File: config.mk
export PLATFORM = sky130hd
export DESIGN_NAME = modbus_rtu_coil_register_handler
export DESIGN_NICKNAME = d
export VERILOG_FILES = /design/src/hw/crc16_byte_unit.v /design/src/hw/modbus_rtu_coil_register_handler.v
export VERILOG_INCLUDE_DIRS = /design/src /design/src/hw
export SDC_FILE = /design/constraint.sdc
export NUM_CORES = 1
export LEC_CHECK = 0
export ABC_AREA = 1
export BUFFER_PORTS_ARGS = -buffer_cell sky130_fd_sc_hd__buf_4
export CAP_MARGIN = 30
export CORE_MARGIN = 3
export CORE_UTILIZATION = 60
export DETAILED_ROUTE_END_ITERATION = 6
export PLACE_DENSITY = 0.88
export SLEW_MARGIN = 20
export SYNTH_ARGS = -nofsm -noshare
export SYNTH_HDL_FRONTEND = slang
export SYNTH_SLANG_ARGS = --single-unit
File: constraint.sdc
create_clock -name mclk -period 4.9 [get_ports mclk]
set_clock_uncertainty 0.05 [all_clocks]
set_input_delay 0.245 -clock mclk [delete_from_list [all_inputs] [get_ports mclk]]
set_output_delay 0.245 -clock mclk [all_outputs]
set_load 0.1 [all_outputs]
File: src/hw/modbus_defines.vh
// Constants shared by the serial-link command handler and its check unit.
// Assumes inclusion by bare name from files under hw/.
`ifndef MODBUS_DEFINES_VH
`define MODBUS_DEFINES_VH

// Function codes served, and the exception flag added to them
`define MB_FN_COIL_RD 8'h01
`define MB_FN_HREG_RD 8'h03
`define MB_FN_COIL_WR 8'h05
`define MB_FN_EXC_FLAG 8'h80

// Exception codes
`define MB_EXC_FUNC 8'h01
`define MB_EXC_ADDR 8'h02
`define MB_EXC_DATA 8'h03
`define MB_EXC_DENIED 8'h22

// Single coil write data values
`define MB_COIL_ON 16'hFF00
`define MB_COIL_OFF 16'h0000

// Coil space, read limits and the serial run source setting
`define MB_NUM_COILS 17'h00020
`define MB_COIL_MAX_CNT 16'h07D0
`define MB_HREG_MAX_CNT 16'h0010
`define MB_HREG_SPACE 17'h10000
`define MB_RUN_SRC_SERIAL 8'h03
`define MB_RUN_COIL_ADDR 16'h0000

// Query layout: every served query is eight bytes long
`define MB_QUERY_LEN 4'h8
`define MB_MIN_FRAME 4'h4

// Check value: reflected form of x^16 + x^15 + x^2 + 1
`define MB_CRC_POLY 16'hA001
`define MB_CRC_INIT 16'hFFFF

`endif

File: src/hw/crc16_byte_unit.v
// Running 16-bit frame check over a byte stream, one byte per clock.
// Assumes bytes are fed only while feed is high; clear wins over feed.
`timescale 1ns/1ps
`default_nettype none
`include "modbus_defines.vh"

module crc16_byte_unit (
  input wire mclk, // System clock
  input wire rst_n, // Synchronous reset, active low
  input wire clear, // Restart the check value
  input wire feed, // Fold data into the check value
  input wire [7:0] data, // Byte to fold in
  output reg [15:0] crc_reg // Current check value, low byte sent first
);

  reg [15:0] crc_next;
  reg [15:0] work;
  integer i;

  // Eight shift steps of the reflected polynomial
  always @* begin
    work = crc_reg ^ {8'h00, data};
    for (i = 0; i < 8; i = i + 1) begin
      if (work[0]) begin
        work = (work >> 1) ^ `MB_CRC_POLY;
      end else begin
        work = work >> 1;
      end
    end
    crc_next = work;
  end

  // Check value register
  always @(posedge mclk) begin
    if (!rst_n || clear) begin
      crc_reg <= `MB_CRC_INIT;
    end else if (feed) begin
      crc_reg <= crc_next;
    end
  end

endmodule
`default_nettype wire

File: src/hw/modbus_rtu_coil_register_handler.v
// Slave-side interpreter for coil read, holding register read and single
// coil write queries arriving as bytes on a serial link.
// Assumes an outside receiver delivers bytes and marks the frame end, and an
// outside transmitter takes response bytes by a valid/ready handshake.
//
// Notes on behaviour
// - Coil read query: address, 01h, start and count high byte first, CRC.
// - Coil address in a query equals coil number minus one.
// - In a coil data byte the lowest coil sits in bit0, upward to bit7.
// - First coil data byte sent holds the lowest coil addresses.
// - Coil positions beyond the defined coil range are reported as zero.
// - Broadcast coil and register reads are not served.
// - Register read 03h returns count consecutive registers from start.
// - Register response: address, function, 2 per register, data MSB first.
// - Register address in a query equals register number minus one.
// - Coil write 05h: FF00h turns coil on, 0000h turns it off.
// - Run coil 0001 acts only when run source selection equals 03.
// - Frames end in a 16-bit check; mismatching queries are discarded.
// - Invalid content: no action, reply function plus 80h and a code.
// - Queries for another slave address are ignored without reply.
`timescale 1ns/1ps
`default_nettype none
`include "modbus_defines.vh"

module modbus_rtu_coil_register_handler (
  input wire mclk, // System clock, 125 MHz
  input wire rst_n, // Synchronous reset, active low
  input wire [7:0] own_addr, // Configured slave address
  input wire [7:0] run_source_select, // Run command source setting
  input wire [7:0] rx_byte, // Received byte
  input wire rx_valid, // Received byte strobe
  input wire rx_frame_end, // Pulse: silent gap seen, frame complete
  input wire [31:0] coil_state, // Present coil states, bit n is address n
  input wire [15:0] reg_rdata, // Holding register content at reg_rd_addr
  input wire reg_exists, // Holding register at reg_rd_addr exists
  input wire tx_ready, // Transmitter takes tx_byte
  output reg [15:0] reg_rd_addr, // Holding register address being read
  output reg reg_rd_en, // Holding register read strobe
  output reg [7:0] tx_byte, // Response byte
  output reg tx_valid, // Response byte valid
  output reg busy, // Query under service, receive ignored
  output reg coil_wr_strobe, // Pulse: coil write accepted
  output reg [15:0] coil_wr_addr, // Written coil address
  output reg coil_wr_value, // Written coil state
  output reg run_cmd // Run request from the serial link
);

  localparam S_IDLE = 3'd0;
  localparam S_DECODE = 3'd1;
  localparam S_RADDR = 3'd2;
  localparam S_RCAP = 3'd3;
  localparam S_LOAD = 3'd4;
  localparam S_SEND = 3'd5;

  reg [2:0] state_reg;
  reg [7:0] q_reg [0:7];
  reg [15:0] hbuf_reg [0:15];
  reg [3:0] rx_cnt_reg;
  reg [7:0] idx_reg;
  reg [7:0] dlen_reg;
  reg exc_reg;
  reg [7:0] exc_code_reg;
  reg [3:0] ri_reg;
  reg [7:0] byte_sel;
  reg [3:0] rx_len_seen; // Query length caught as the frame closes
  wire [15:0] rx_crc;
  wire [15:0] tx_crc;
  wire [7:0] func;
  wire [15:0] start;
  wire [15:0] count;
  wire [15:0] wdata;
  wire [16:0] hreg_end;
  wire [15:0] coil_base;
  wire [7:0] coil_k;
  wire [7:0] coil_bits;
  wire [7:0] hsel;
  wire rx_take;
  wire tx_feed;
  wire frame_ok;

  // Bytes needed to hold a coil count, rounded up
  function [7:0] coil_bytes;
    input [15:0] cnt;
    reg [16:0] sum;
    begin
      sum = {1'b0, cnt} + 17'h00007;
      coil_bytes = sum[10:3];
    end
  endfunction

  // Query fields, all sent high byte first
  assign func = q_reg[1];
  assign start = {q_reg[2], q_reg[3]};
  assign count = {q_reg[4], q_reg[5]};
  assign wdata = {q_reg[4], q_reg[5]};
  assign hreg_end = {1'b0, start} + {1'b0, count};

  // Receive only while idle; the buffer keeps the first eight bytes
  assign rx_take = (state_reg == S_IDLE) && rx_valid;
  assign tx_feed = (state_reg == S_SEND) && tx_ready && (idx_reg < dlen_reg);
  // Residue zero means the trailing check value matched
  assign frame_ok = (rx_cnt_reg >= `MB_MIN_FRAME) && (rx_crc == 16'h0000)
    && (q_reg[0] == own_addr) && (q_reg[0] != 8'h00);

  // Check units for the query and the response
  crc16_byte_unit u_rx_crc (
    .mclk(mclk),
    .rst_n(rst_n),
    .clear((state_reg == S_IDLE) && rx_frame_end),
    .feed(rx_take),
    .data(rx_byte),
    .crc_reg(rx_crc)
  );

  crc16_byte_unit u_tx_crc (
    .mclk(mclk),
    .rst_n(rst_n),
    .clear(state_reg == S_DECODE),
    .feed(tx_feed),
    .data(tx_byte),
    .crc_reg(tx_crc)
  );

  // Query byte store
  always @(posedge mclk) begin
    if (rx_take && (rx_cnt_reg < `MB_QUERY_LEN)) begin
      q_reg[rx_cnt_reg[2:0]] <= rx_byte;
    end
  end

  // Coil data byte k covers coils start+8k .. start+8k+7
  assign coil_k = idx_reg - 8'h03;
  assign coil_base = {5'h00, coil_k, 3'h0};

  genvar j;
  generate
    for (j = 0; j < 8; j = j + 1) begin : g_coil
      localparam [2:0] JB = j;
      wire [15:0] offs;
      wire [16:0] absn;
      assign offs = {coil_base[15:3], JB};
      assign absn = {1'b0, start} + {1'b0, offs};
      assign coil_bits[j] = (offs < count) && (absn < `MB_NUM_COILS) ?
        coil_state[absn[4:0]] : 1'b0;
    end
  endgenerate

  // Register data byte: even index is the high byte
  assign hsel = idx_reg - 8'h03;

  // Response byte selection by position
  always @* begin
    byte_sel = 8'h00;
    if (idx_reg == 8'h00) begin
      byte_sel = q_reg[0];
    end else if (idx_reg == 8'h01) begin
      byte_sel = exc_reg ? (func | `MB_FN_EXC_FLAG) : func;
    end else if (exc_reg) begin
      byte_sel = exc_code_reg;
    end else if (func == `MB_FN_COIL_WR) begin
      byte_sel = q_reg[idx_reg[2:0]]; // Echo of the query
    end else if (func == `MB_FN_COIL_RD) begin
      byte_sel = (idx_reg == 8'h02) ? coil_bytes(count) : coil_bits;
    end else if (idx_reg == 8'h02) begin
      byte_sel = {count[6:0], 1'b0};
    end else if (hsel[0] == 1'b0) begin
      byte_sel = hbuf_reg[hsel[4:1]][15:8];
    end else begin
      byte_sel = hbuf_reg[hsel[4:1]][7:0];
    end
  end

  // Holding register capture during the read scan
  always @(posedge mclk) begin
    if ((state_reg == S_RCAP) && reg_exists) begin
      hbuf_reg[ri_reg] <= reg_rdata;
    end
  end

  // Main sequencer: receive, decode, read scan, send
  always @(posedge mclk) begin
    if (!rst_n) begin
      state_reg <= S_IDLE;
      rx_cnt_reg <= 4'h0;
      idx_reg <= 8'h00;
      dlen_reg <= 8'h00;
      exc_reg <= 1'b0;
      exc_code_reg <= 8'h00;
      ri_reg <= 4'h0;
      reg_rd_addr <= 16'h0000;
      reg_rd_en <= 1'b0;
      tx_byte <= 8'h00;
      tx_valid <= 1'b0;
      busy <= 1'b0;
      coil_wr_strobe <= 1'b0;
      coil_wr_addr <= 16'h0000;
      coil_wr_value <= 1'b0;
      run_cmd <= 1'b0;
    end else begin
      coil_wr_strobe <= 1'b0;
      case (state_reg)
        S_IDLE: begin
          if (rx_frame_end) begin
            rx_cnt_reg <= 4'h0;
            if (frame_ok) begin
              state_reg <= S_DECODE;
              busy <= 1'b1;
            end
          end else if (rx_valid && (rx_cnt_reg != 4'hF)) begin
            rx_cnt_reg <= rx_cnt_reg + 4'h1;
          end
        end
        S_DECODE: begin
          idx_reg <= 8'h00;
          ri_reg <= 4'h0;
          exc_reg <= 1'b0;
          dlen_reg <= 8'h03;
          state_reg <= S_LOAD;
          if ((func != `MB_FN_COIL_RD) && (func != `MB_FN_HREG_RD) &&
              (func != `MB_FN_COIL_WR)) begin
            exc_reg <= 1'b1;
            exc_code_reg <= `MB_EXC_FUNC;
          end else if (q_len_bad(rx_len_seen)) begin
            state_reg <= S_IDLE;
            busy <= 1'b0;
          end else if (func == `MB_FN_COIL_RD) begin
            if ((count == 16'h0000) || (count > `MB_COIL_MAX_CNT)) begin
              exc_reg <= 1'b1;
              exc_code_reg <= `MB_EXC_DATA;
            end else if ({1'b0, start} >= `MB_NUM_COILS) begin
              exc_reg <= 1'b1;
              exc_code_reg <= `MB_EXC_ADDR;
            end else begin
              dlen_reg <= coil_bytes(count) + 8'h03;
            end
          end else if (func == `MB_FN_HREG_RD) begin
            if ((count == 16'h0000) || (count > `MB_HREG_MAX_CNT)) begin
              exc_reg <= 1'b1;
              exc_code_reg <= `MB_EXC_DATA;
            end else if (hreg_end > `MB_HREG_SPACE) begin
              exc_reg <= 1'b1;
              exc_code_reg <= `MB_EXC_ADDR;
            end else begin
              state_reg <= S_RADDR;
            end
          end else begin
            if ((wdata != `MB_COIL_ON) && (wdata != `MB_COIL_OFF)) begin
              exc_reg <= 1'b1;
              exc_code_reg <= `MB_EXC_DATA;
            end else if ({1'b0, start} >= `MB_NUM_COILS) begin
              exc_reg <= 1'b1;
              exc_code_reg <= `MB_EXC_ADDR;
            end else if ((start == `MB_RUN_COIL_ADDR) &&
                (run_source_select != `MB_RUN_SRC_SERIAL)) begin
              exc_reg <= 1'b1;
              exc_code_reg <= `MB_EXC_DENIED;
            end else begin
              dlen_reg <= 8'h06;
              coil_wr_strobe <= 1'b1;
              coil_wr_addr <= start;
              coil_wr_value <= (wdata == `MB_COIL_ON);
              if (start == `MB_RUN_COIL_ADDR) begin
                run_cmd <= (wdata == `MB_COIL_ON);
              end
            end
          end
        end
        S_RADDR: begin
          reg_rd_addr <= start + {12'h000, ri_reg};
          reg_rd_en <= 1'b1;
          state_reg <= S_RCAP;
        end
        S_RCAP: begin
          reg_rd_en <= 1'b0;
          if (!reg_exists) begin
            exc_reg <= 1'b1;
            exc_code_reg <= `MB_EXC_ADDR;
            state_reg <= S_LOAD;
          end else if ({12'h000, ri_reg} == count - 16'h0001) begin
            dlen_reg <= {count[6:0], 1'b0} + 8'h03;
            state_reg <= S_LOAD;
          end else begin
            ri_reg <= ri_reg + 4'h1;
            state_reg <= S_RADDR;
          end
        end
        S_LOAD: begin
          if (idx_reg < dlen_reg) begin
            tx_byte <= byte_sel;
          end else if (idx_reg == dlen_reg) begin
            tx_byte <= tx_crc[7:0];
          end else begin
            tx_byte <= tx_crc[15:8];
          end
          tx_valid <= 1'b1;
          state_reg <= S_SEND;
        end
        S_SEND: begin
          if (tx_ready) begin
            tx_valid <= 1'b0;
            if (idx_reg == dlen_reg + 8'h01) begin
              state_reg <= S_IDLE;
              busy <= 1'b0;
            end else begin
              idx_reg <= idx_reg + 8'h01;
              state_reg <= S_LOAD;
            end
          end
        end
        default: begin
          state_reg <= S_IDLE;
          busy <= 1'b0;
          tx_valid <= 1'b0;
          reg_rd_en <= 1'b0;
        end
      endcase
    end
  end

  // Length of the frame being decoded, caught as the frame closes
  always @(posedge mclk) begin
    if (!rst_n) begin
      rx_len_seen <= 4'h0;
    end else if ((state_reg == S_IDLE) && rx_frame_end) begin
      rx_len_seen <= rx_cnt_reg;
    end
  end

  // A served query has exactly eight bytes
  function q_len_bad;
    input [3:0] len;
    begin
      q_len_bad = (len != `MB_QUERY_LEN);
    end
  endfunction

endmodule
`default_nettype wire

; After elaboration in Yosys (flattened, before gate mapping)
; Memory sizes are Yosys's and may differ from the RTL's. A register that Yosys moved wholly into a read port is not among the register bits.
; Cells that the tools add are included.
[word_totals]
regBits = 118
ram_bits = 320
in_bits = 78
output_inout_bits = 46
word_cells = 316
memories = 2
[classes]
addsub = 19
n_lt_le_gt_ge = 31
n_eq_ne = 37
n_mux = 127
bitwise = 29
n_reduce_logical = 52
[mem_list]
columns = name, depth, word_bits, rd, rd_clocked_by_memory_dff, write_ports, line
row1 = hbuf_reg, 16, 16, 1, 0, 1, modbus_rtu_coil_register_handler.v:57  ; reg [15:0] hbuf_reg [0:15];
row2 = q_reg, 8, 8, 7, 1, 1, modbus_rtu_coil_register_handler.v:56  ; reg [7:0] q_reg [0:7];
[op_table]
columns = cell, count
row1 = $mux W16, 16
row2 = $mux W8, 32
row3 = $add A16 B11 Y17, 8
row4 = $lt A17 B6 Y1 const B, 8
row5 = $lt A11 B16 Y1, 8
row6 = $mux W3, 18
row7 = $logic_not A16 Y1, 3
row8 = $lt A5 B6 Y1 const B, 8
row9 = $not A2 Y3, 16
row10 = $pmux W8 S2, 3
row11 = $bmux W1 S5, 8
row12 = $mux W1, 40
row13 = $xor A16 B8 Y16, 2
row14 = $eq A8 B8 Y1, 3
row15 = $logic_and A1 B1 Y1, 22
row16 = $ne A2 B2 Y1 const B, 9
row17 = $pmux W3 S6, 1
row18 = $add A16 B16 Y17, 1
row19 = $gt A17 B17 Y1 const B, 1
row20 = $add A16 B4 Y16, 1
row21 = $add A8 B1 Y8 const B, 2
row22 = $add A8 B2 Y8 const B, 2
row23 = $eq A16 B16 Y1 const B, 1
row24 = $eq A4 B16 Y1, 1
row25 = 48 further kinds, 81

; Longest topological paths before layout
[logic_depth]
word_depth = 17
mapped_depth = 30

; Cells and area by module
; From an unflattened synthesis, not the netlist that was laid out.
[hier_totals]
hier_cells = 3439
hier_area_um2 = 26721.9
[modules_own_cells]
columns = module, n_inst, cells_per_inst, area_each_um2, seq_area_each_um2
row1 = modbus_rtu_coil_register_handler, 1, 3161, 24557.3, 11290.8
row2 = crc16_byte_unit, 2, 139, 1082.3, 320.3

; Worst setup path after synthesis
; No wires, ideal clock.
[synth_path]
path_type = register to register
startpoint = reg idx_reg[2]
endpoint = reg tx_byte[6]
setup_time_ns = 0.071
t_arrival_ns = 3.495
required_ns = 4.779
setup_slack_ns = 1.284
stages_incl_launch_ff = 26
n_path_buf = 2
synth_period_minus_slack_ns = 3.616
cell_sequence = dfxtp_1 -> nor2_1 -> inv_1 -> or2_2 -> xor2_4 -> clkinv_1 -> buf_4 -> ha_1 -> buf_2 -> nand2_1 -> inv_2 -> nand2_1 -> inv_2 -> nand2_1 -> or2_1 -> nand2_1 -> nand2_1 -> a21oi_1 -> nand3_1 -> o21bai_1 -> nand3_1 -> nand2_1 -> nand2_1 -> nand2_1 -> nand2_1 -> a21oi_1
[synth_via]
elab_chain_len = 12
elab_cells_between_ends = 22
cone_classes = add/sub: 2 / order compare: 3 / eq/ne: 3 / mux: 11 / reduce/logical: 2 / memory: 1
[synth_rtl]
columns = element, line
row1 = start: declaration, modbus_rtu_coil_register_handler.v:59  ; reg [7:0] idx_reg;
row2 = start signal: assignment, modbus_rtu_coil_register_handler.v:305  ; idx_reg <= idx_reg + 8'h01;
row3 = $sub A8 B2 Y8, modbus_rtu_coil_register_handler.v:149  ; assign hsel = idx_reg - 8'h03;
row4 = $add A16 B11 Y17, modbus_rtu_coil_register_handler.v:142  ; assign absn = {1'b0, start} + {1'b0, offs};
row5 = $lt A17 B6 Y1 (no source line), -
row6 = $logic_and A1 B1 Y1, modbus_rtu_coil_register_handler.v:143  ; assign coil_bits[j] = (offs < count) && (absn < `MB_NUM_COILS) ?
row7 = $mux W1, modbus_rtu_coil_register_handler.v:143
row8 = $mux W8, modbus_rtu_coil_register_handler.v:163  ; byte_sel = (idx_reg == 8'h02) ? coil_bytes(count) : coil_bits;
row9 = $mux W8, modbus_rtu_coil_register_handler.v:162  ; end else if (func == `MB_FN_COIL_RD) begin
row10 = $mux W8, modbus_rtu_coil_register_handler.v:160  ; end else if (func == `MB_FN_COIL_WR) begin
row11 = $mux W8, modbus_rtu_coil_register_handler.v:158  ; end else if (exc_reg) begin
row12 = $mux W8, modbus_rtu_coil_register_handler.v:156  ; end else if (idx_reg == 8'h01) begin
row13 = $mux W8, modbus_rtu_coil_register_handler.v:154  ; if (idx_reg == 8'h00) begin
row14 = $mux W8 (*), modbus_rtu_coil_register_handler.v:288  ; if (idx_reg < dlen_reg) begin
row15 = end signal: assignment, modbus_rtu_coil_register_handler.v:289  ; tx_byte <= byte_sel;
row16 = end signal: assignment, modbus_rtu_coil_register_handler.v:291  ; tx_byte <= tx_crc[7:0];
row17 = end signal: assignment, modbus_rtu_coil_register_handler.v:293  ; tx_byte <= tx_crc[15:8];
row18 = end: declaration, modbus_rtu_coil_register_handler.v:39  ; output reg [7:0] tx_byte,
; Mark *: on every way between the ends. The rest lies on a longest branch, timed or not.
; A chain may end at the register's enable or synchronous reset.

; Worst setup path in the final report
[layout_path]
startpoint = reg idx_reg[3]
endpoint = reg tx_byte[7]
; Same word-level chain as after synthesis.

==> impl_metrics.yaml <==
setup_path:
  worst-path-stages: 23
  required_ns: 5.32
  crit_type: "register to register"
  critPathTopFamily: "simple AND/OR/NAND/NOR gates"
  startpoint_type: "register"
  cpMostUsedCell: "nand2_1"
  reg2reg_depth: 23
  setup.worst_path.end_class: "register"
  path_max_fanout: 10
  slowest_delay_ns: 0.63
  cp_num_buf_inv: 2
  crit_chain: "nor2_1 -> inv_1 -> or2_2 -> nor3_1 -> xor2_1 -> ha_1 -> nand2_1 -> nor2_1 -> inv_1 -> nor2_1 -> nand2_1 -> nand4_1 -> nor2_1 -> nand3_1 -> nor2_1 -> nand3_1 -> nand2_1 -> nand2_1 -> nand2_1 -> nand2_1 -> nand2_1 -> nand2_1 -> a21oi_1"
  crit_path_top_delay_cell: "nor2_1"
  cp.arrival_ns: 4.99
clock_tree:
  root_buffer: "clkbuf_16"
  htree_num_levels: 2
  clkTransAtPathRegs_ns: 0.06
  cts_inserted_buffers: 43
  clock_sinks: 436
  insertion_delay_ns: 0.61
  cts_tree: "done"
  postCtsSetupRepairBufs: 0
  clk_path_buf_depth: 3
synth:
  synth_nets: 3497
  ys.flop_type: "edfxtp_1"
  synth-edff-count: 320
  yosysWarnings: 0
  synth_area_leader_cell: "edfxtp_1"
  post-synth-top-count-cell: "nand2_1"
  netlist_area_mm2: 0.0259
  synth.area.top_cells: "edfxtp_1 (37%), nand2_1 (12%), dfxtp_1 (9.0%), nand3_1 (7.2%), nor2_1 (6.4%)"
  synthTopCellsByCount: "nand2_1 (801), nor2_1 (444), nand3_1 (371), edfxtp_1 (320), o21ai_0 (269)"
  ys_ff_latch: 436
  yosysUniqueCellTypes: 49
  synth_cells: 3346
  ys_seq_area_share_pct: 46.0
  postSynthAreaPerCell_um2: 7.75
  synth_top_area_share_pct: 37.0
  async_reset_ff_share_pct: 0
sta:
  rsz0062_at_grt: "no"
  maxSlewViolCount: 0
  period_share_pct: 93.1
  setup_slack_ns: 0.338
  min_period_ns: 4.56
  worst_pin_slew_ns: 0.895
  setup_viol: 0
  maxSlewHeadroom_pct: 39.8
  whs_ns: 0.0795
  hold_viol_final: 0
  tns_ns: 0
  max_clock_freq_ghz: 0.219
floorplan:
  pin_count: 124
  start_util_pct: 61.3
  coreArea_mm2: 0.0423
  die_area_mm2: 0.0458
  die_w_um: 214
  rows: 75
  dieHeight_um: 214
route:
  vias_per_cell: 6.11
  initialDrtViolationCount: 3954
  drc: 45
  routed_wirelength_um: 86200
  drt_pass1_iterations: 7
  ant_nets: 0
  wire_per_inst_um: 21.1
  num_vias: 24900
placement:
  gp_congestion: 1.06
  pre_cts_ws_ns: 0.566
  hpwl_um: 59000
  placed_area_mm2: 0.0275
  portBuffers: 123
finish:
  syn_to_final_growth_pct: 12.9
  largest_register_ffs: 256
  final_area_mm2: 0.0293
  antenna_cells: 0
  layout-drive-gt1-share_pct: 8.54
  fin_nets: 3619
  final_util_pct: 69.2
min_path:
  hold_depth: 3
  holdCritPathClass: "input port to register"
global_routing:
  grt_overflow: 0
  grt_pass1_wl_um: 132000
  grt_start_max_net_pins: 83
  grt_usage_pct: 36.6
  antenna_found_initial: 1
  grt_pass1_vias: 23100
pwr:
  p_leak_uw: 0.0124
  power_density_mw_per_mm2: 267
  peakVddDrop_mv: 0.339
status:
  violations: "design-rule violations"
  status: "finished, violations left"
job:
  drv_cap: 0
[power breakdown]
| part | total [uW] | internal, uW | switching (uW) |
|---|---|---|---|
| logic | 384 | 145 | 239 |
| registers | 3990 | 3970 | 20.2 |
| clock network | 3460 | 1970 | 1490 |
[layout by cell type (no fill, tap or decap), types with 6 or more instances in the layout]
cell	n
or2_2	9
ha_1	68
xor2_1	83
nor3b_1	13
clkinv_1	21
nor2_1	427
nor3_1	32
inv_1	267
o21bai_1	12
dfxtp_1	116
bufinv_16	6
dlygate4sd3_1	26
clkbuf_16	43
edfxtp_1	320
nand2_1	801
nor4_1	19
nand4_1	36
inv_2	7
a211oi_1	13
buf_4	178
a21oi_1	200
o211ai_1	32
clkbuf_1	8
o21ai_0	269
nand3_1	371
o31ai_1	8
xnor2_1	30
nand3b_1	7
nor2_2	19
[cells by family (layout without fill, tap and decap cells)]
kind of cell,count (synthesis),count (layout),share of synthesized area (%)
adders and majority gates,73,73,3.64
DFF,436,436,46.0
buffers and inverters,418,574,6.28
and+or+nand+nor,1746,1746,28.3
muxes,1,1,0.0434
AOI/OAI and AO/OA,552,552,11.4
xor gates and xnor gates,120,120,4.27
[routing by layer]
metal  track usage [%]  share of wire, %  vias up
met2              58.8                45     1874
met5                 0             0.056        -
met1              47.9                37    11200
met3              7.80                12      338
met4              17.0               5.5        2
li1                  -                 -    11500
[repair_timing]
action | in CTS | in global routing
gates resized for setup | 0 | 0
hold endpoints to repair | 325 | 0
endpoints found under the setup margin | 0 | 0
hold buffers | 26 | 0
[final cells by class]
type	count	area, um2
multi-input combinational	2492	12500
inverter	289	1090
sequential	436	11900
tap	577	722
clock inverter	28	367
timing repair buffer	206	1630
clock buffer	51	1110
fill	3266	13000
[worst paths after layout]
path	startpoint	endpoint	slack (ns)
min	rst_n	busy	0.08
min reg2reg	rx_len_seen[3]	rx_len_seen[3]	0.41
max	idx_reg[3]	tx_byte[7]	0.34
max reg2reg	idx_reg[3]	tx_byte[7]	0.34
[per-stage QoR]
step | power [uW] | instances
after detailed placement | 4420 | 3972
after global routing | 8020 | 4079
after floorplan | 4270 | 3346
final | 7830 | 4079
after global placement | 4420 | 3972
after CTS | 7810 | 4077
[worst reg2reg max path, cell delays in order (launching register included)]
cell,delay [ns]
dfxtp_1,0.39
nor2_1,0.29
inv_1,0.07
or2_2,0.34
nor3_1,0.19
xor2_1,0.36
ha_1,0.42
nand2_1,0.13
nor2_1,0.38
inv_1,0.08
nor2_1,0.63
nand2_1,0.15
nand4_1,0.13
nor2_1,0.05
nand3_1,0.09
nor2_1,0.05
nand3_1,0.13
nand2_1,0.07
nand2_1,0.12
nand2_1,0.07
nand2_1,0.11
nand2_1,0.07
nand2_1,0.06
a21oi_1,0.05
Note: power is estimated with default switching activity, not from simulation.
